--- src/include/mic_detect_defines.vh ---
`ifndef MIC_DETECT_DEFINES_VH
`define MIC_DETECT_DEFINES_VH

// ****************************************
// register byte offsets
// ****************************************
`define OFF_CONTROL        12'h000
`define OFF_STATE          12'h004
`define OFF_IRQ_STATUS     12'h008
`define OFF_IRQ_CLEAR      12'h00C
`define OFF_IRQ_ENABLE     12'h010

// ****************************************
// control field positions
// ****************************************
`define CTL_ENABLE_BIT     0
`define CTL_HOOK_THR_LO    2
`define CTL_HOOK_THR_HI    3
`define CTL_INS_THR_LO     4
`define CTL_INS_THR_HI     6
`define CTL_INS_POL_BIT    8
`define CTL_HOOK_POL_BIT   9

// ****************************************
// event bit positions (status, clear, enable)
// ****************************************
`define EVT_INS_BIT        0
`define EVT_HOOK_BIT       1
`define EVT_WIDTH          2

// ****************************************
// reset values
// ****************************************
`define RST_INS_THR        3'h0
`define RST_HOOK_THR       2'h0
`define RST_EVT            2'h0

// ****************************************
// timing
// ****************************************
`define CLK_PERIOD_NS      10
`define MEAS_PERIOD_NS     10000
`define MEAS_CYCLES        ((`MEAS_PERIOD_NS + `CLK_PERIOD_NS - 1) / `CLK_PERIOD_NS)
`define HOOK_COUNT         10
`define DET_COUNT          4

`endif

--- src/logic/consecutive_filter.v ---
`timescale 1ns/100ps

// ****************************************
// hysteresis state with n-in-a-row qualification
// ****************************************
module consecutive_filter
#(
  parameter COUNT = 10,                  // consecutive measurements needed
  parameter CW    = 4                    // counter width
)
(
  input  wire pclk,                      // system clock
  input  wire presetn,                   // async reset, active low
  input  wire run,                       // detection enabled
  input  wire tick,                      // one measurement this cycle
  input  wire cond_set,                  // above upper threshold
  input  wire cond_clear,                // below lower threshold
  output wire state_out                  // qualified state
);

  localparam [CW-1:0] LAST = COUNT[CW-1:0] - {{(CW-1){1'b0}}, 1'b1}; // last count value

  reg          state_reg;                // qualified state
  reg [CW-1:0] cnt_reg;                  // consecutive pass count

  assign state_out = state_reg;

  // qualify transitions over consecutive samples
  always @(posedge pclk or negedge presetn)
  begin
    if (!presetn)
    begin
      state_reg <= 1'b0;
      cnt_reg   <= {CW{1'b0}};
    end
    else if (!run)
    begin
      // disabled: forget state and progress
      state_reg <= 1'b0;
      cnt_reg   <= {CW{1'b0}};
    end
    else if (tick)
    begin
      // upper level to assert, lower level to release
      if ((!state_reg && cond_set) || (state_reg && cond_clear))
      begin
        if (cnt_reg == LAST)
        begin
          state_reg <= ~state_reg;
          cnt_reg   <= {CW{1'b0}};
        end
        else
        begin
          cnt_reg <= cnt_reg + {{(CW-1){1'b0}}, 1'b1};
        end
      end
      else
      begin
        // failing sample restarts the run
        cnt_reg <= {CW{1'b0}};
      end
    end
  end

endmodule // consecutive_filter

--- src/logic/mic_current_detect_filter.v ---
// Functional notes
// separate assert and release current levels
// hookswitch needs ten consecutive passing measurements
// insertion when current exceeds insertion threshold
// polarity zero: insertion sets insertion status
// polarity one: removal sets insertion status
// insertion filtered, reported within detect delay
// host waits out bounce before polarity change
// state outputs share the same delay
// hookswitch when current exceeds hookswitch threshold
// polarity zero: press sets hookswitch status
// polarity one: release sets hookswitch status
// host provides clock, enable, dc servo
// events during clock loss reported later
// filter rejects short noise spikes
// detection only while current detect enabled
// three-bit insertion, two-bit hookswitch threshold fields
// sticky status bits feed interrupt output
// one sample per measurement period
`timescale 1ns/100ps
`include "mic_detect_defines.vh"

module mic_current_detect_filter
#(
  parameter MEAS_CYCLES = `MEAS_CYCLES,  // clocks per measurement
  parameter MW          = 16,            // measurement counter width
  parameter HOOK_COUNT  = `HOOK_COUNT,   // hookswitch qualification count
  parameter DET_COUNT   = `DET_COUNT,    // insertion qualification count
  parameter FCW         = 4              // filter counter width
)
(
  input  wire        pclk,                          // apb and system clock
  input  wire        presetn,                       // async reset, active low
  input  wire [11:0] paddr,                         // apb byte address
  input  wire        psel,                          // apb select
  input  wire        penable,                       // apb access phase
  input  wire        pwrite,                        // apb write
  input  wire [31:0] pwdata,                        // apb write data
  input  wire [3:0]  pstrb,                         // apb byte strobes
  output reg  [31:0] prdata,                        // apb read data
  output reg         pready,                        // apb ready
  output reg         pslverr,                       // apb error
  input  wire        ins_above_upper,               // above insertion level
  input  wire        ins_above_lower,               // above removal level
  input  wire        hook_above_upper,              // above press level
  input  wire        hook_above_lower,              // above release level
  input  wire        master_clock_present,          // master clock running
  input  wire        frequency_locked_loop_free_run,// loop free-running as source
  input  wire        system_clock_enable,           // system clock enabled
  input  wire [3:0]  dc_servo_channel_enable,       // dc servo channels
  output reg  [2:0]  insertion_current_threshold,   // to insertion comparator
  output reg  [1:0]  hookswitch_current_threshold,  // to hookswitch comparator
  output reg         current_detect_enable,         // to comparator bias
  output reg         ins_state_out,                 // filtered insertion state
  output reg         hook_state_out,                // filtered hookswitch state
  output reg         irq                            // level interrupt
);

  // ****************************************
  // declarations
  // ****************************************
  localparam [MW-1:0] MEAS_LAST = MEAS_CYCLES[MW-1:0] - {{(MW-1){1'b0}}, 1'b1}; // divider wrap

  reg  [MW-1:0]         meas_cnt_reg;       // measurement divider
  reg                   ins_pol_reg;        // insertion event polarity
  reg                   hook_pol_reg;       // hookswitch event polarity
  reg  [`EVT_WIDTH-1:0] status_reg;         // sticky event status
  reg  [`EVT_WIDTH-1:0] status_next;        // next sticky status
  reg  [`EVT_WIDTH-1:0] irq_en_reg;         // interrupt enable
  reg                   ins_prev_reg;       // last insertion state
  reg                   hook_prev_reg;      // last hookswitch state
  reg  [31:0]           rdata_next;         // read mux
  reg                   rerr_next;          // unmapped read or write
  reg  [`EVT_WIDTH-1:0] clear_next;         // clear request this cycle
  reg  [`EVT_WIDTH-1:0] set_next;           // events this cycle
  wire                  clock_ok;           // clocking criteria met
  wire                  meas_tick;          // one measurement
  wire                  ins_state;          // filtered insertion
  wire                  hook_state;         // filtered hookswitch
  wire                  access;             // apb access phase
  wire                  wr_cycle;           // completing write
  wire                  ins_rise;           // insertion detected
  wire                  ins_fall;           // removal detected
  wire                  hook_rise;          // press detected
  wire                  hook_fall;          // release detected

  // ****************************************
  // clocking criteria and measurement rate
  // ****************************************

  // clock source, system enable and one servo channel
  assign clock_ok = (master_clock_present | frequency_locked_loop_free_run) &
                    system_clock_enable & (|dc_servo_channel_enable);

  // tick only while measurements can run
  assign meas_tick = clock_ok && (meas_cnt_reg == MEAS_LAST);

  // measurement divider, cleared while clocking is unmet or detection is off
  always @(posedge pclk or negedge presetn)
  begin
    if (!presetn)
    begin
      meas_cnt_reg <= {MW{1'b0}};
    end
    else if (!clock_ok || !current_detect_enable)
    begin
      // restart from zero, comparator levels keep pending events
      meas_cnt_reg <= {MW{1'b0}};
    end
    else if (meas_cnt_reg == MEAS_LAST)
    begin
      meas_cnt_reg <= {MW{1'b0}};
    end
    else
    begin
      meas_cnt_reg <= meas_cnt_reg + {{(MW-1){1'b0}}, 1'b1};
    end
  end

  // ****************************************
  // filters
  // ****************************************

  // insertion: band-limited over a few samples
  consecutive_filter
  #(
    .COUNT (DET_COUNT),
    .CW    (FCW)
  )
  u_ins_filter
  (
    .pclk       (pclk),
    .presetn    (presetn),
    .run        (current_detect_enable),
    .tick       (meas_tick),
    .cond_set   (ins_above_upper),
    .cond_clear (~ins_above_lower),
    .state_out  (ins_state)
  );

  // hookswitch: ten in a row
  consecutive_filter
  #(
    .COUNT (HOOK_COUNT),
    .CW    (FCW)
  )
  u_hook_filter
  (
    .pclk       (pclk),
    .presetn    (presetn),
    .run        (current_detect_enable),
    .tick       (meas_tick),
    .cond_set   (hook_above_upper),
    .cond_clear (~hook_above_lower),
    .state_out  (hook_state)
  );

  // ****************************************
  // event detection
  // ****************************************

  // edges of filtered states, only while enabled
  assign ins_rise  = current_detect_enable & ins_state & ~ins_prev_reg;
  assign ins_fall  = current_detect_enable & ~ins_state & ins_prev_reg;
  assign hook_rise = current_detect_enable & hook_state & ~hook_prev_reg;
  assign hook_fall = current_detect_enable & ~hook_state & hook_prev_reg;

  // previous states and mirrored state outputs
  always @(posedge pclk or negedge presetn)
  begin
    if (!presetn)
    begin
      ins_prev_reg   <= 1'b0;
      hook_prev_reg  <= 1'b0;
      ins_state_out  <= 1'b0;
      hook_state_out <= 1'b0;
    end
    else
    begin
      ins_prev_reg   <= ins_state;
      hook_prev_reg  <= hook_state;
      // same filtered timing as the events
      ins_state_out  <= ins_state;
      hook_state_out <= hook_state;
    end
  end

  // select edge by polarity
  always @*
  begin
    set_next = `RST_EVT;
    // insertion event: rise at polarity 0, fall at 1
    if (ins_pol_reg)
    begin
      set_next[`EVT_INS_BIT] = ins_fall;
    end
    else
    begin
      set_next[`EVT_INS_BIT] = ins_rise;
    end
    // hookswitch event: press at polarity 0, release at 1
    if (hook_pol_reg)
    begin
      set_next[`EVT_HOOK_BIT] = hook_fall;
    end
    else
    begin
      set_next[`EVT_HOOK_BIT] = hook_rise;
    end
  end

  // ****************************************
  // apb slave
  // ****************************************
  assign access   = psel & penable & ~pready;
  // a write commits at the edge where the master sees pready high
  assign wr_cycle = psel & penable & pready & pwrite;

  // read mux and decode error
  always @*
  begin
    rdata_next = 32'h00000000;
    rerr_next  = 1'b0;
    case (paddr)
      `OFF_CONTROL:
      begin
        rdata_next[`CTL_ENABLE_BIT]                   = current_detect_enable;
        rdata_next[`CTL_HOOK_THR_HI:`CTL_HOOK_THR_LO] = hookswitch_current_threshold;
        rdata_next[`CTL_INS_THR_HI:`CTL_INS_THR_LO]   = insertion_current_threshold;
        rdata_next[`CTL_INS_POL_BIT]                  = ins_pol_reg;
        rdata_next[`CTL_HOOK_POL_BIT]                 = hook_pol_reg;
      end
      `OFF_STATE:
      begin
        // live filtered state and clocking
        rdata_next[0] = ins_state;
        rdata_next[1] = hook_state;
        rdata_next[2] = clock_ok;
      end
      `OFF_IRQ_STATUS:
      begin
        rdata_next[`EVT_WIDTH-1:0] = status_reg;
      end
      `OFF_IRQ_CLEAR:
      begin
        // write-only, reads zero
        rdata_next = 32'h00000000;
      end
      `OFF_IRQ_ENABLE:
      begin
        rdata_next[`EVT_WIDTH-1:0] = irq_en_reg;
      end
      default:
      begin
        // unmapped address
        rerr_next = 1'b1;
      end
    endcase
  end

  // one wait state, registered answer
  always @(posedge pclk or negedge presetn)
  begin
    if (!presetn)
    begin
      pready  <= 1'b0;
      pslverr <= 1'b0;
      prdata  <= 32'h00000000;
    end
    else if (access)
    begin
      pready  <= 1'b1;
      pslverr <= rerr_next;
      prdata  <= pwrite ? 32'h00000000 : rdata_next;
    end
    else
    begin
      pready  <= 1'b0;
      pslverr <= 1'b0;
    end
  end

  // control register writes, lane by lane
  always @(posedge pclk or negedge presetn)
  begin
    if (!presetn)
    begin
      current_detect_enable        <= 1'b0;
      insertion_current_threshold  <= `RST_INS_THR;
      hookswitch_current_threshold <= `RST_HOOK_THR;
      ins_pol_reg                  <= 1'b0;
      hook_pol_reg                 <= 1'b0;
      irq_en_reg                   <= `RST_EVT;
    end
    else if (wr_cycle && (paddr == `OFF_CONTROL))
    begin
      if (pstrb[0])
      begin
        current_detect_enable        <= pwdata[`CTL_ENABLE_BIT];
        hookswitch_current_threshold <= pwdata[`CTL_HOOK_THR_HI:`CTL_HOOK_THR_LO];
        insertion_current_threshold  <= pwdata[`CTL_INS_THR_HI:`CTL_INS_THR_LO];
      end
      if (pstrb[1])
      begin
        ins_pol_reg  <= pwdata[`CTL_INS_POL_BIT];
        hook_pol_reg <= pwdata[`CTL_HOOK_POL_BIT];
      end
    end
    else if (wr_cycle && (paddr == `OFF_IRQ_ENABLE) && pstrb[0])
    begin
      irq_en_reg <= pwdata[`EVT_WIDTH-1:0];
    end
  end

  // ****************************************
  // interrupt status and output
  // ****************************************

  // write-one-to-clear request
  always @*
  begin
    clear_next = `RST_EVT;
    if (wr_cycle && (paddr == `OFF_IRQ_CLEAR) && pstrb[0])
    begin
      clear_next = pwdata[`EVT_WIDTH-1:0];
    end
    // set wins over a same-cycle clear
    status_next = (status_reg & ~clear_next) | set_next;
  end

  // sticky status and level interrupt
  always @(posedge pclk or negedge presetn)
  begin
    if (!presetn)
    begin
      status_reg <= `RST_EVT;
      irq        <= 1'b0;
    end
    else
    begin
      status_reg <= status_next;
      irq        <= |(status_next & irq_en_reg);
    end
  end

endmodule // mic_current_detect_filter

--- config.mk ---
export PLATFORM = sky130hd
export DESIGN_NAME = mic_current_detect_filter
export DESIGN_NICKNAME = d
export VERILOG_FILES = /design/src/logic/consecutive_filter.v /design/src/logic/mic_current_detect_filter.v
export VERILOG_INCLUDE_DIRS = /design/src /design/src/include
export SDC_FILE = /design/constraint.sdc
export NUM_CORES = 1
export LEC_CHECK = 0
export BUFFER_PORTS_ARGS = -buffer_cell sky130_fd_sc_hd__buf_4
export CORE_ASPECT_RATIO = 0.6
export CORE_MARGIN = 1.5
export CORE_UTILIZATION = 45
export CTS_CLUSTER_DIAMETER = 60
export DETAILED_ROUTE_END_ITERATION = 8
export PLACE_DENSITY = 0.77
export SLEW_MARGIN = 20
export SYNTH_ARGS = -nofsm -noshare
export SYNTH_HDL_FRONTEND = slang
export SYNTH_HIERARCHICAL = 1
export SYNTH_SLANG_ARGS = --single-unit
--- constraint.sdc ---
create_clock -name pclk -period 1.9 [get_ports pclk]
set_clock_uncertainty 0.05 [all_clocks]
set_input_delay 0.57 -clock pclk [delete_from_list [all_inputs] [get_ports pclk]]
set_output_delay 0.57 -clock pclk [all_outputs]
set_load 0.005 [all_outputs]
== Yosys cells after proc, flatten, opt, wreduce, memory -nomap -nowiden ==
Cells that the tools add are included.
Operators by class
  add/sub/neg operators: 3
  eq/ne operators: 12
  muxes and demuxes: 30
  bitwise gates (word level): 27
  reduce and logical (&&, ||, !) cells: 26
Operators by type and width (count)
  2-to-1 mux 4 bit: 9
  2-to-1 mux 16 bit: 2
  equality test 12 x 4 -> 1 bit (second input constant): 2
  adder 16 x 1 -> 16 bit (second input constant): 1
  equality test 16 x 10 -> 1 bit (second input constant): 1
  AND 1 bit: 14
  2-to-1 mux 1 bit: 13
  equality test 12 x 3 -> 1 bit (second input constant): 1
  equality test 12 x 5 -> 1 bit (second input constant): 1
  logical NOT 12 bit: 1
  logical AND 1 bit: 10
  2-to-1 mux 10 bit: 1
  inequality test 2 x 1 -> 1 bit (second input constant): 5
  adder 4 x 1 -> 4 bit (second input constant): 2
  NOT 1 bit: 8
  AND reduction 2 bit: 3
  AND reduction 3 bit: 2
  OR reduction 5 bit: 1
  AND 2 bit: 2
  equality test 4 x 2 -> 1 bit (second input constant): 1
  equality test 4 bit (second input constant): 1
  logical NOT 1 bit: 4
  2-to-1 mux 2 bit: 2
  one-hot mux 1 bit (4 select lines): 1
  8 further kinds: 10
Word-level totals
  flip-flop bits (word level): 75
  input bits: 64
  output and inout bits: 43
  word-level logic and storage cells: 116

== Logic depth before layout (Yosys ltp) ==
Gate-level depths: netlist of the first run.
  depth in word-level cells: 11
  depth in mapped cells: 7

== By module ==
The synthesis of the first run kept the hierarchy.
By module, submodules not included
  mic_current_detect_filter: instances 1, cells each 207, area an instance 2213.4 µm²
  consecutive_filter (u_hook_filter): instances 1, cells each 34, area an instance 349.1 µm²
  consecutive_filter (u_ins_filter): instances 1, cells each 26, area an instance 295.3 µm²

== Worst setup path before layout of the first run ==
Ideal clock, no wire load.
  kind: reg-to-reg
  start: register meas_cnt_reg[13]
  end: register u_hook_filter.state_reg (netlist: u_hook_filter/state_out)
  setup time: 79 ps
  arrival: 1774 ps
  required time: 1771 ps
  slack: -3 ps
  stages on the path, launching flop included: 8
  buffers on the path: 0
  clock period less this slack: 1903 ps
  path through: dfrtp_1 nor4_2 nand2_1 nor2_1 and4_1 clkinv_2 nor3b_4 mux2i_1
On the way
  cells in the longest elaborated chain, start to end: 4
Ends and longest elaborated chain
  from (decl): RTL line mic_current_detect_filter.v:64  | reg [MW-1:0] meas_cnt_reg;
  from (signal assigned): RTL line mic_current_detect_filter.v:103  | meas_cnt_reg <= {MW{1'b0}};
  from (signal assigned): RTL line mic_current_detect_filter.v:108  | meas_cnt_reg <= {MW{1'b0}};
  from (signal assigned): RTL line mic_current_detect_filter.v:112  | meas_cnt_reg <= {MW{1'b0}};
  equality test 16 x 10 -> 1 bit: RTL line mic_current_detect_filter.v:96  | assign meas_tick = clock_ok && (meas_cnt_reg == MEAS_LAST);
  logical AND 1 bit: RTL line mic_current_detect_filter.v:96
  net meas_tick: RTL line mic_current_detect_filter.v:77  | wire meas_tick;
  inequality test 2 x 1 -> 1 bit (no line)
  AND reduction 3 bit (no line)
  to (signal assigned): RTL line consecutive_filter.v:49  | state_reg <= ~state_reg;
  to (decl): RTL line consecutive_filter.v:23  | reg state_reg;
The timed path passes the listed nets, and every way through them passes these cells.
A chain may end at the register's enable or synchronous reset.

== Worst setup path after layout of the first run ==
  start: register meas_cnt_reg[10]
  end: register u_ins_filter.cnt_reg[1]
On the way
  cells in the longest elaborated chain, start to end: 3
Ends and longest elaborated chain
  equality test 16 x 10 -> 1 bit: RTL line mic_current_detect_filter.v:96
  logical AND 1 bit: RTL line mic_current_detect_filter.v:96
  net meas_tick: RTL line mic_current_detect_filter.v:77
  inequality test 2 x 1 -> 1 bit (no line)
  to (signal assigned): RTL line consecutive_filter.v:50  | cnt_reg <= {CW{1'b0}};
  to (signal assigned): RTL line consecutive_filter.v:54  | cnt_reg <= cnt_reg + {{(CW-1){1'b0}}, 1'b1};
  to (signal assigned): RTL line consecutive_filter.v:60  | cnt_reg <= {CW{1'b0}};
  to (decl): RTL line consecutive_filter.v:24  | reg [CW-1:0] cnt_reg;
The timed path passes the listed nets, and every way through them passes these cells.

==> metrics, run 1 <==
Sw Ratio=0.2252; # DRC=0; Clock Pin Slew Worst Setup and Hold Paths=0.10 ns; met2 Usage GRT=0.2654; Die ar.=6853 um2; # IOs=107; cts hold-fix bufs=0; sequential share of power=0.545; Port Buffers=58; largest net degree at the start of global routing=30; layer carrying the most global-route usage=met1; GRT Total Usage=0.1883; fin crit period=roughly 1.9 ns; grt met1 use=0.2852; vias=2251; DRT antenna net count=0; PnR worst setup slack=around 0.050 ns; setup TNS=0 ns; Root Driver=clkbuf_8; met3 Use GR=0.04829; Yosys warnings=6; Die Wd=105.9 um; Starting Density=0.4676; vias in the first global route=2089; Synth area leaders=dfrtp_1 (46%), buf_4 (6.3%), mux2_4 (3.7%); WP data arrival=roughly 2.1 ns; DRT Pass-1 Iters=5; Pins Over Slew Limit=0; max reg flops=16; reg2reg start=meas_cnt_reg[10]; Overflow after GRT=0; CTS Buffer Depth=2; PD cells=555.5 nW/um2; Final setup viols=0; wire length per cell=between 10 and 15 um; Synth top area share=0.4553; Post-Synthesis Cells=267; worst setup path class=flop to flop; post-synthesis cell type count=55; leakage=1.779 nW; worst slack, placed=-0.2401 ns; Area Growth Syn to Fin=28.06%; Clock Sinks=52; layout cells sized above 1=0.3616; worst vdd ir=329.0 uV; Clock power frac=0.378; Psw=between 0.4 and 0.5 mW; Worst Path Max Fanout=8; Internal Power=around 1.6 mW; post-synthesis cell area=2858 um2; combinational power share=0.076; Worst-Skew Late Latency=0.31 ns; register area=1303 um2; core outline area=6111 um2; H-tree Lvls=2; endpoints failing hold=0; first-pass GRT wire length=~10 mm; Critical Path RT=2.10 ns; Detail Placement HPWL=4.655 mm; reg2reg setup slack=0.05 ns; n_diodes=0; GPL Wtd Cong=roughly 0.8; RSZ-0062 raised after global routing=true; Final Cell Area=approximately 3700 um2; Post-Route WL=6.267 mm; post-synth top area cell=dfrtp_1; CTS buffer count=5; TritonCTS clock tree=yes; period utilization=0.9737; register bit total from synthesis=52; maxcap violations=0; NumNets Final=around 420; Synth async-reset ratio=1.000; Avg Cell Area, Syn=approximately 11 um2; number of antenna violations at the first check in global routing=0; Most used DFF post-synth=dfrtp_1; drt first-iter violations=86; FF-to-FF path depth=8; EDFF count, synth=0; Multi-input gate area=1411 um2; worst min path class=input pin to asynchronous set/reset pin; Die Y=64.73 um; placed cell area=3460 um2; status=finished, final reports clean; # fillers=523; FF-to-FF End=u_ins_filter/cnt_reg[1]; fmax=540.5 MHz; Startpoint Class=flop; endpoint class of the critical path=flop; vias per cell=5.139; register area share after synthesis=0.4553; row cnt=22
## critical path, stage by stage (launching register included)
cell and delay (ns):
dfrtp_2 0.44, nor4_4 0.30, nand2_1 0.08, nor2_1 0.09, and4_4 0.31, buf_4 0.14
buf_4 0.10, and3b_2 0.17, o21a_1 0.11
## timing repair
item,4_1_cts,5_1_grt
resized for setup,2,6
buffers inserted,3,4
pin swaps,1,6
setup endpoints to repair,9,9
hold endpoints to repair,0,0
## metrics by stage
stage | util | total power, mW | hold slack (ns) | cells
finish | 0.5989 | 2.033 | 0.1031 | 438
global route | 0.5989 | 2.112 | 0.1149 | 438
CTS | 0.5897 | 2.053 | 0.1065 | 434
detailed placement | 0.5661 | 1.284 | 0.4268 | 423
global placement | 0.5661 | 1.281 | 0.4193 | 423
floorplan | - | 1.210 | 0.2244 | 289
## power by group through the flow
stage	combinational, mW	clock [mW]	sequential, mW
after floorplan	0.0781	0	1.13
after global placement	0.150	0	1.13
after detailed placement	0.153	0	1.13
after CTS	0.155	0.789	1.11
after global routing	0.172	0.830	1.11
final	0.155	0.769	1.11
## layout make-up
type / instances / area share
flip-flops and latches: 52 / 0.3559
well taps: 84 / 0.02872
multi-input cells: 195 / 0.3856
clock inverters: 3 / 0.01162
clock buffers: 5 / 0.01880
repair buffers: 87 / 0.1863
inverters: 12 / 0.01299
## synth_stat cells, types with 2 or more instances
library cell  number
inv_1             11
and3_1             3
nand3_1            6
mux2_4             7
nor4_1             4
a32o_1             3
nor3b_1            4
and4b_1            3
clkbuf_1           2
and4_1             4
a31oi_1            4
mux2_2             4
and3_2             2
ha_1               4
nor4_2             2
and4bb_2           3
mux2i_1            3
buf_4             24
nand4_1            6
nor2_1            25
nand3b_1           4
nor3_1             6
o21a_1             3
buf_2              2
a21boi_1           2
xnor2_1            9
nor2b_1            2
o21ai_0            7
nand4b_1           3
dfrtp_1           52
and3b_1            2
a21oi_1            3
a22o_1             7
xor2_1             5
nand2_1           16
## routing by layer
layer  vias to the layer above  routed length [um]
met3                         7                 316
li1                       1082                   -
met2                        59                2599
met5                         -                   0
met4                         0                  54
met1                      1103                3296
## worst max path at each step
stage / end / cells after the start / from
4_1_cts: u_hook_filter/state_out / 7 / meas_cnt_reg[13]
5_1_grt: u_hook_filter/cnt_reg[0] / 8 / meas_cnt_reg[10]
6_report: u_ins_filter/cnt_reg[1] / 8 / meas_cnt_reg[10]
3_5_place_dp: insertion_current_threshold[1] / 6 / paddr[9]
3_3_place_gp: hookswitch_current_threshold[1] / 6 / paddr[9]
2_1_floorplan: current_detect_enable / 5 / paddr[9]
## kinds of logic after synthesis
family / Yosys count / share of synthesized area
flip-flops: 52 / 0.4553
multiplexers: 15 / 0.06786
other: 1 / 0.001312
adder cells (fa/ha/maj): 4 / 0.01751
buffers and inverters: 42 / 0.09063
XOR/XNOR: 14 / 0.04291
AND/OR/NAND/NOR: 106 / 0.2404
AO/OA/AOI/OAI: 33 / 0.08406
## cells in the final DEF (no fill, tap or decap), types with 2 or more instances in the layout
| cell type | count |
|---|---|
| buf_4 | 84 |
| dfrtp_1 | 51 |
| nor2_1 | 25 |
| conb_1 | 23 |
| nand2_1 | 16 |
| inv_1 | 11 |
| xnor2_1 | 9 |
| o21ai_0 | 7 |
| a22o_1 | 7 |
| mux2_4 | 7 |
| nor3_1 | 6 |
| nand4_1 | 6 |
| nand3_1 | 6 |
| xor2_1 | 5 |
| clkbuf_8 | 5 |
| nor3b_1 | 4 |
| a31oi_1 | 4 |
| nor4_1 | 4 |
| nand3b_1 | 4 |
| mux2_2 | 4 |
| ha_1 | 4 |
| and4b_1 | 3 |
| and4bb_2 | 3 |
| and4_1 | 3 |
| a21oi_1 | 3 |
| mux2i_1 | 3 |
| a32o_1 | 3 |
| nand4b_1 | 3 |
| o21a_1 | 3 |
| nor4b_2 | 2 |
| and3_2 | 2 |
| buf_12 | 2 |
| a21boi_1 | 2 |
| and3_1 | 2 |
| and3b_1 | 2 |
| nor2b_1 | 2 |
(Power assumes the default switching activity.)
==> inputs of run 2 (changes only) <==
--- a/config.mk
+++ b/config.mk
@@ -9,12 +9,12 @@
 export BUFFER_PORTS_ARGS = -buffer_cell sky130_fd_sc_hd__buf_4
 export CORE_ASPECT_RATIO = 0.6
 export CORE_MARGIN = 1.5
-export CORE_UTILIZATION = 45
+export CORE_UTILIZATION = 44
 export CTS_CLUSTER_DIAMETER = 60
 export DETAILED_ROUTE_END_ITERATION = 8
 export PLACE_DENSITY = 0.77
+export SETUP_SLACK_MARGIN = 0.4
 export SLEW_MARGIN = 20
 export SYNTH_ARGS = -nofsm -noshare
 export SYNTH_HDL_FRONTEND = slang
-export SYNTH_HIERARCHICAL = 1
 export SYNTH_SLANG_ARGS = --single-unit
==> metrics, run 2 <==
vias=around 2500; WP data arrival=2.44 ns; vias per cell=5.291; register bit total from synthesis=52; EDFF count, synth=0; cts hold-fix bufs=0; worst setup path class=flop to flop; Final setup viols=25; Post-Synthesis Cells=269; post-synthesis cell area=2679 um2; post-synthesis cell type count=42; drt first-iter violations=121; fmax=441.6 MHz; Worst-Skew Late Latency=about 0.32 ns; Crit path max-delay family=simple AND/OR/NAND/NOR gates; crit path buf inv count=1; n_diodes=0; worst min path class=input pin to asynchronous set/reset pin; leakage=roughly 2 nW; Most used DFF post-synth=dfrtp_1; dpl cells=434; worst vdd ir=529.9 uV; layout cells sized above 1=0.4755; PnR worst setup slack=-0.3645 ns; DRT Pass-1 Iters=4; endpoints failing hold=0; core outline area=5728 um2; Starting Density=0.4677; reg2reg setup slack=-0.36 ns; Pins Over Slew Limit=0; # DRC=0; period utilization=1.192; PD cells=519.7 nW/um2; CTS buffer count=5; placed cell area=roughly 3500 um2; worst slack, placed=-0.2695 ns; Overflow after GRT=0; final core utilization=0.7213; Final Cell Area=4131 um2; CP max-delay cell=or4_4; synthesized-area fraction occupied by adder cells=0.01868; status=finished, violations left; first-pass GRT wire length=11.29 mm; XOR/XNOR share of the synthesized area=0.04250; crit-path cells=or4_4 > nor4_4 > nand2_2 > buf_4 > or2_4 > o31ai_2; largest net degree at the start of global routing=53; NumNets Final=454; fin crit period=2.264 ns; number of antenna violations at the first check in global routing=0; measured slew at the worst slew-check pin=0.6564 ns; max reg flops=16; TritonCTS clock tree=yes; slowest stage delay, CP=0.56 ns; Die Y=between 60 and 70 um; synth cell count leaders=dfrtp_1 (52), nor2_1 (32), buf_4 (23); Clock Pin Slew Worst Setup and Hold Paths=between 0.1 and 0.15 ns; Synth async-reset ratio=1.000; Startpoint Class=flop; register area share after synthesis=0.4858; # IOs=107; row cnt=21; commonest non-fill, non-tap cell in the layout=buf_4; multiplexer share of the synthesized area=0.04577; Yosys warnings=0; Synth top area share=0.4858; most used standard cell by instance count after synthesis=dfrtp_1; combinational family with the most area after synthesis=simple AND/OR/NAND/NOR gates; CTS Buffer Depth=2; Root Driver=clkbuf_8; Worst Path Max Fanout=5; Detail Placement HPWL=around 4.9 mm; Simple-Gate Fraction of Synth Area=0.2116; Clock Sinks=52; final std cells w/o fill=about 470; endpoint class of the critical path=flop; Die Wd=103.7 um; Avg Cell Area, Syn=9.958 um2; Port Buffers=58; GPL Wtd Cong=0.8398; Post-Route WL=~8.3 mm; DRT antenna net count=0; commonest cells after routing, fill and taps aside=buf_4 (82), dfrtp_1 (49), nor2_1 (30); Critical Path RT=2.08 ns; H-tree Lvls=2; GRT Total Usage=0.2221; vias in the first global route=around 2300; wire length per cell=17.77 um; maxcap violations=0; Slew headroom=0.5624; RSZ-0062 raised after global routing=true; post-synth top area cell=dfrtp_1; Compound-Gate Fraction of Synth Area=0.1060; Die ar.=6581 um2; failing checks=setup timing; Area Growth Syn to Fin=54.23%; Synth area leaders=dfrtp_1 (49%), buf_4 (6.4%), nor2_1 (4.5%)
## run 2: changes by cell type in the layout (fill, tap and decap cells not counted), moves of 4 or more
cell	before	now
o21ai_1	0	4
a21oi_1	3	8
o21ai_0	7	2
a21oi_2	0	5
buf_6	1	29
nand2_2	0	6
xnor2_1	9	4
nor3_1	6	2
a31oi_1	4	0
nor2_1	25	30
nor4_4	1	5
xor2_1	5	9
## run 2: metrics by stage
stage,setup TNS [ns],hold slack [ns],power (mW)
final,-7.546,0.2199,2.147
after global routing,-9.254,0.2678,2.233
after CTS,-3.999,0.2444,2.122
after detailed placement,-3.905,0.4047,1.329
after global placement,-2.142,0.3940,1.325
after floorplan,-2.120,0.2244,1.241
## run 2: worst reg2reg max path, cell delays in order, from the launching register on
cell	delay [ns]
dfrtp_1	0.40
or4_4	0.56
nor4_4	0.37
nand2_2	0.17
buf_4	0.17
or2_4	0.27
o31ai_2	0.20
## run 2: report_power, final
part           switching, mW  internal (mW)
clock network          0.398          0.397
logic                  0.123          0.113
registers            0.00430           1.11
## run 2: timing repair
item	CTS	global route
pin swaps	19	20
setup buffers	9	15
setup endpoints to repair	48	64
gates resized for setup	33	48
gates cloned	1	0
## run 2: layer usage
layer	wire length, um	GRT usage	vias to the layer above
li1	-	-	1138
met1	3441	0.3075	1204
met2	4123	0.3375	111
met3	560	0.05901	18
met4	174	0.07986	0
met5	0	0	-
## run 2: worst paths after layout
check,start,to,cells after the start
worst max-delay path,meas_cnt_reg[14],u_hook_filter.cnt_reg[3],6
worst min-delay path,presetn,meas_cnt_reg[13],1
min in group pclk,u_ins_filter.state_out,ins_prev_reg,0
worst max register to register,meas_cnt_reg[14],u_hook_filter.cnt_reg[3],6
worst min register to register,u_ins_filter.state_out,ins_prev_reg,0
max in group asynchronous,presetn,u_ins_filter.state_out,1
## run 2: kinds of logic after synthesis
family / after synthesis
AOI/OAI and AO/OA: 43
xor gates and xnor gates: 13
adders and majority gates: 4
buffers and inverters: 38
DFF: 52
muxes: 11
other: 1
and+or+nand+nor: 107
## run 2: layout make-up
class                   instances  area, um2
flip-flops and latches         52       1305
fillers                       408       1597
well taps                      80      100.1
inverters                       9      37.54
clock buffers                   5      68.82
repair buffers                116       1032
clock inverters                 3      46.29
multi-input cells             202       1541
==> inputs of run 3 (changes only) <==
--- a/config.mk
+++ b/config.mk
@@ -8,7 +8,6 @@
 export LEC_CHECK = 0
 export BUFFER_PORTS_ARGS = -buffer_cell sky130_fd_sc_hd__buf_4
 export CORE_ASPECT_RATIO = 0.6
-export CORE_MARGIN = 1.5
 export CORE_UTILIZATION = 44
 export CTS_CLUSTER_DIAMETER = 60
 export DETAILED_ROUTE_END_ITERATION = 8
==> metrics, run 3 (synthesized netlist as in run 2, its figures left out) <==
worst setup path class=flop to flop; drt first-iter violations=~180; CTS Buffer Depth=2; fin crit period=2.181 ns; core outline area=5728 um2; status=finished, violations left; period utilization=1.148; CTS buffer count=5; Final setup viols=25; Die ar.=6414 um2; wire length per cell=15.80 um; vias in the first global route=2248; # fillers=436; failing checks=setup timing; RSZ-0062 raised after global routing=true; layout cells sized above 1=0.4160; # IOs=~110; number of antenna violations at the first check in global routing=0; Die Y=62.44 um; top layer in use=met4; H-tree Lvls=2; n_diodes=0; WL met3=a little over 400 um; DR WL met2=3.473 mm; setup TNS=-3.905 ns; TritonCTS clock tree=yes; DRT antenna net count=0; Startpoint Class=flop; Port Buffers=58; Slew headroom=0.5584; first-pass GRT wire length=11.15 mm; maxcap violations=0; worst vdd ir=392.5 uV; worst min path class=input pin to asynchronous set/reset pin; worst slack, placed=-0.2681 ns; Post-Route WL=7.190 mm; wire length on met1=3.215 mm; commonest non-fill, non-tap cell in the layout=buf_4; NumNets Final=roughly 440; endpoint class of the critical path=flop; fmax=roughly 460 MHz; Overflow after GRT=0; largest net degree at the start of global routing=between 50 and 60; Worst Path Max Fanout=7; cts hold-fix bufs=0; GPL Wtd Cong=0.8476; Multi-input gate area=between 1000 and 1500 um2; FF-to-FF End=u_hook_filter.state_out; Clock Sinks=52; leakage=1.890 nW; DRT Pass-1 Iters=4; Starting Density=0.4677; # DRC=0; endpoints failing hold=0; Area Growth Syn to Fin=45.35%; Worst-Skew Late Latency=~0.30 ns; Pins Over Slew Limit=0; Die Wd=102.7 um; commonest cells after routing, fill and taps aside=buf_4 (86), dfrtp_1 (51), nor2_1 (31); FF-to-FF path depth=5; max reg flops=16; vias=2337; WP data arrival=2.37 ns; vias per cell=5.136; reg2reg setup slack=-0.28 ns; Detail Placement HPWL=approximately 4.8 mm; GRT Total Usage=0.2276; PnR worst setup slack=-0.2808 ns; Root Driver=clkbuf_8; Critical Path RT=2.08 ns; measured slew at the worst slew-check pin=between 0.6 and 0.7 ns; row cnt=21; PD cells=about 530 nW/um2; Clock Pin Slew Worst Setup and Hold Paths=0.09 ns; register area=1303 um2; reg2reg start=meas_cnt_reg[13]
-- run 3: cell types whose count changed in the layout (fill, tap and decap cells not counted), sizes merged --
cell	previous run	this run
nand2	24	23
clkbuf	5	6
buf	116	105
clkinv	0	1
clkinvlp	2	0
-- run 3: stage by stage --
step / std cells / cell area (um2) / hold WS, ns / power (mW) / utilization
after floorplan: 291 / 2917 / 0.2244 / 1.241 / -
after global placement: 434 / 3512 / 0.3990 / 1.324 / 0.6132
after detailed placement: 434 / 3512 / 0.4128 / 1.329 / 0.6132
after CTS: 448 / 3799 / 0.2681 / 2.079 / 0.6632
after global routing: 455 / 3894 / 0.2977 / 2.156 / 0.6798
final: 455 / 3894 / 0.2434 / 2.074 / 0.6798
-- run 3: area by class of cell --
cell class	count	area share
Clock buffer	6	0.01864
Clock inverter	2	0.008997
Inverter	9	0.008676
Multi-Input combinational cell	201	0.3737
Sequential cell	52	0.3345
Tap cell	80	0.02571
Timing Repair Buffer	105	0.2298
-- run 3: worst max path at each step --
| stage | startpoint | endpoint | slack [ns] | cells past startpoint |
|---|---|---|---|---|
| after global routing | meas_cnt_reg[13] | u_ins_filter.state_out | -0.37 | 5 |
| after floorplan | meas_cnt_reg[13] | u_hook_filter.state_out | -0.33 | 6 |
| after global placement | meas_cnt_reg[4] | u_hook_filter.state_out | -0.24 | 5 |
| final | meas_cnt_reg[13] | u_hook_filter.state_out | -0.28 | 5 |
| after detailed placement | meas_cnt_reg[4] | u_hook_filter.state_out | -0.27 | 5 |
| after CTS | meas_cnt_reg[4] | u_hook_filter.state_out | -0.26 | 5 |
-- run 3: repair_timing --
item | CTS | global route
setup endpoints to repair | 48 | 56
setup buffers | 6 | 7
pin swaps | 22 | 4
gates resized for setup | 29 | 12
-- run 3: power by group --
group | switching (mW) | leakage (nW) | internal, mW | total (mW)
Sequential | 0.00385 | 0.701 | 1.11 | 1.12
Clock | 0.365 | 0.0552 | 0.392 | 0.757
Combinational | 0.105 | 1.13 | 0.0966 | 0.202
Total | 0.474 | 1.89 | 1.60 | 2.07
-- run 3: layer usage --
metal,track usage,vias up
met1,0.3294,1150
met3,0.05257,11
met2,0.3467,71
li1,-,1105
met4,0.05282,0
met5,0,-
-- run 3: critical path: stages (launching register included) --
cell and delay [ns]:
dfrtp_1 0.40, or4_4 0.56, nor4_4 0.32, nand2_2 0.16, or4_1 0.49, a21oi_1 0.14
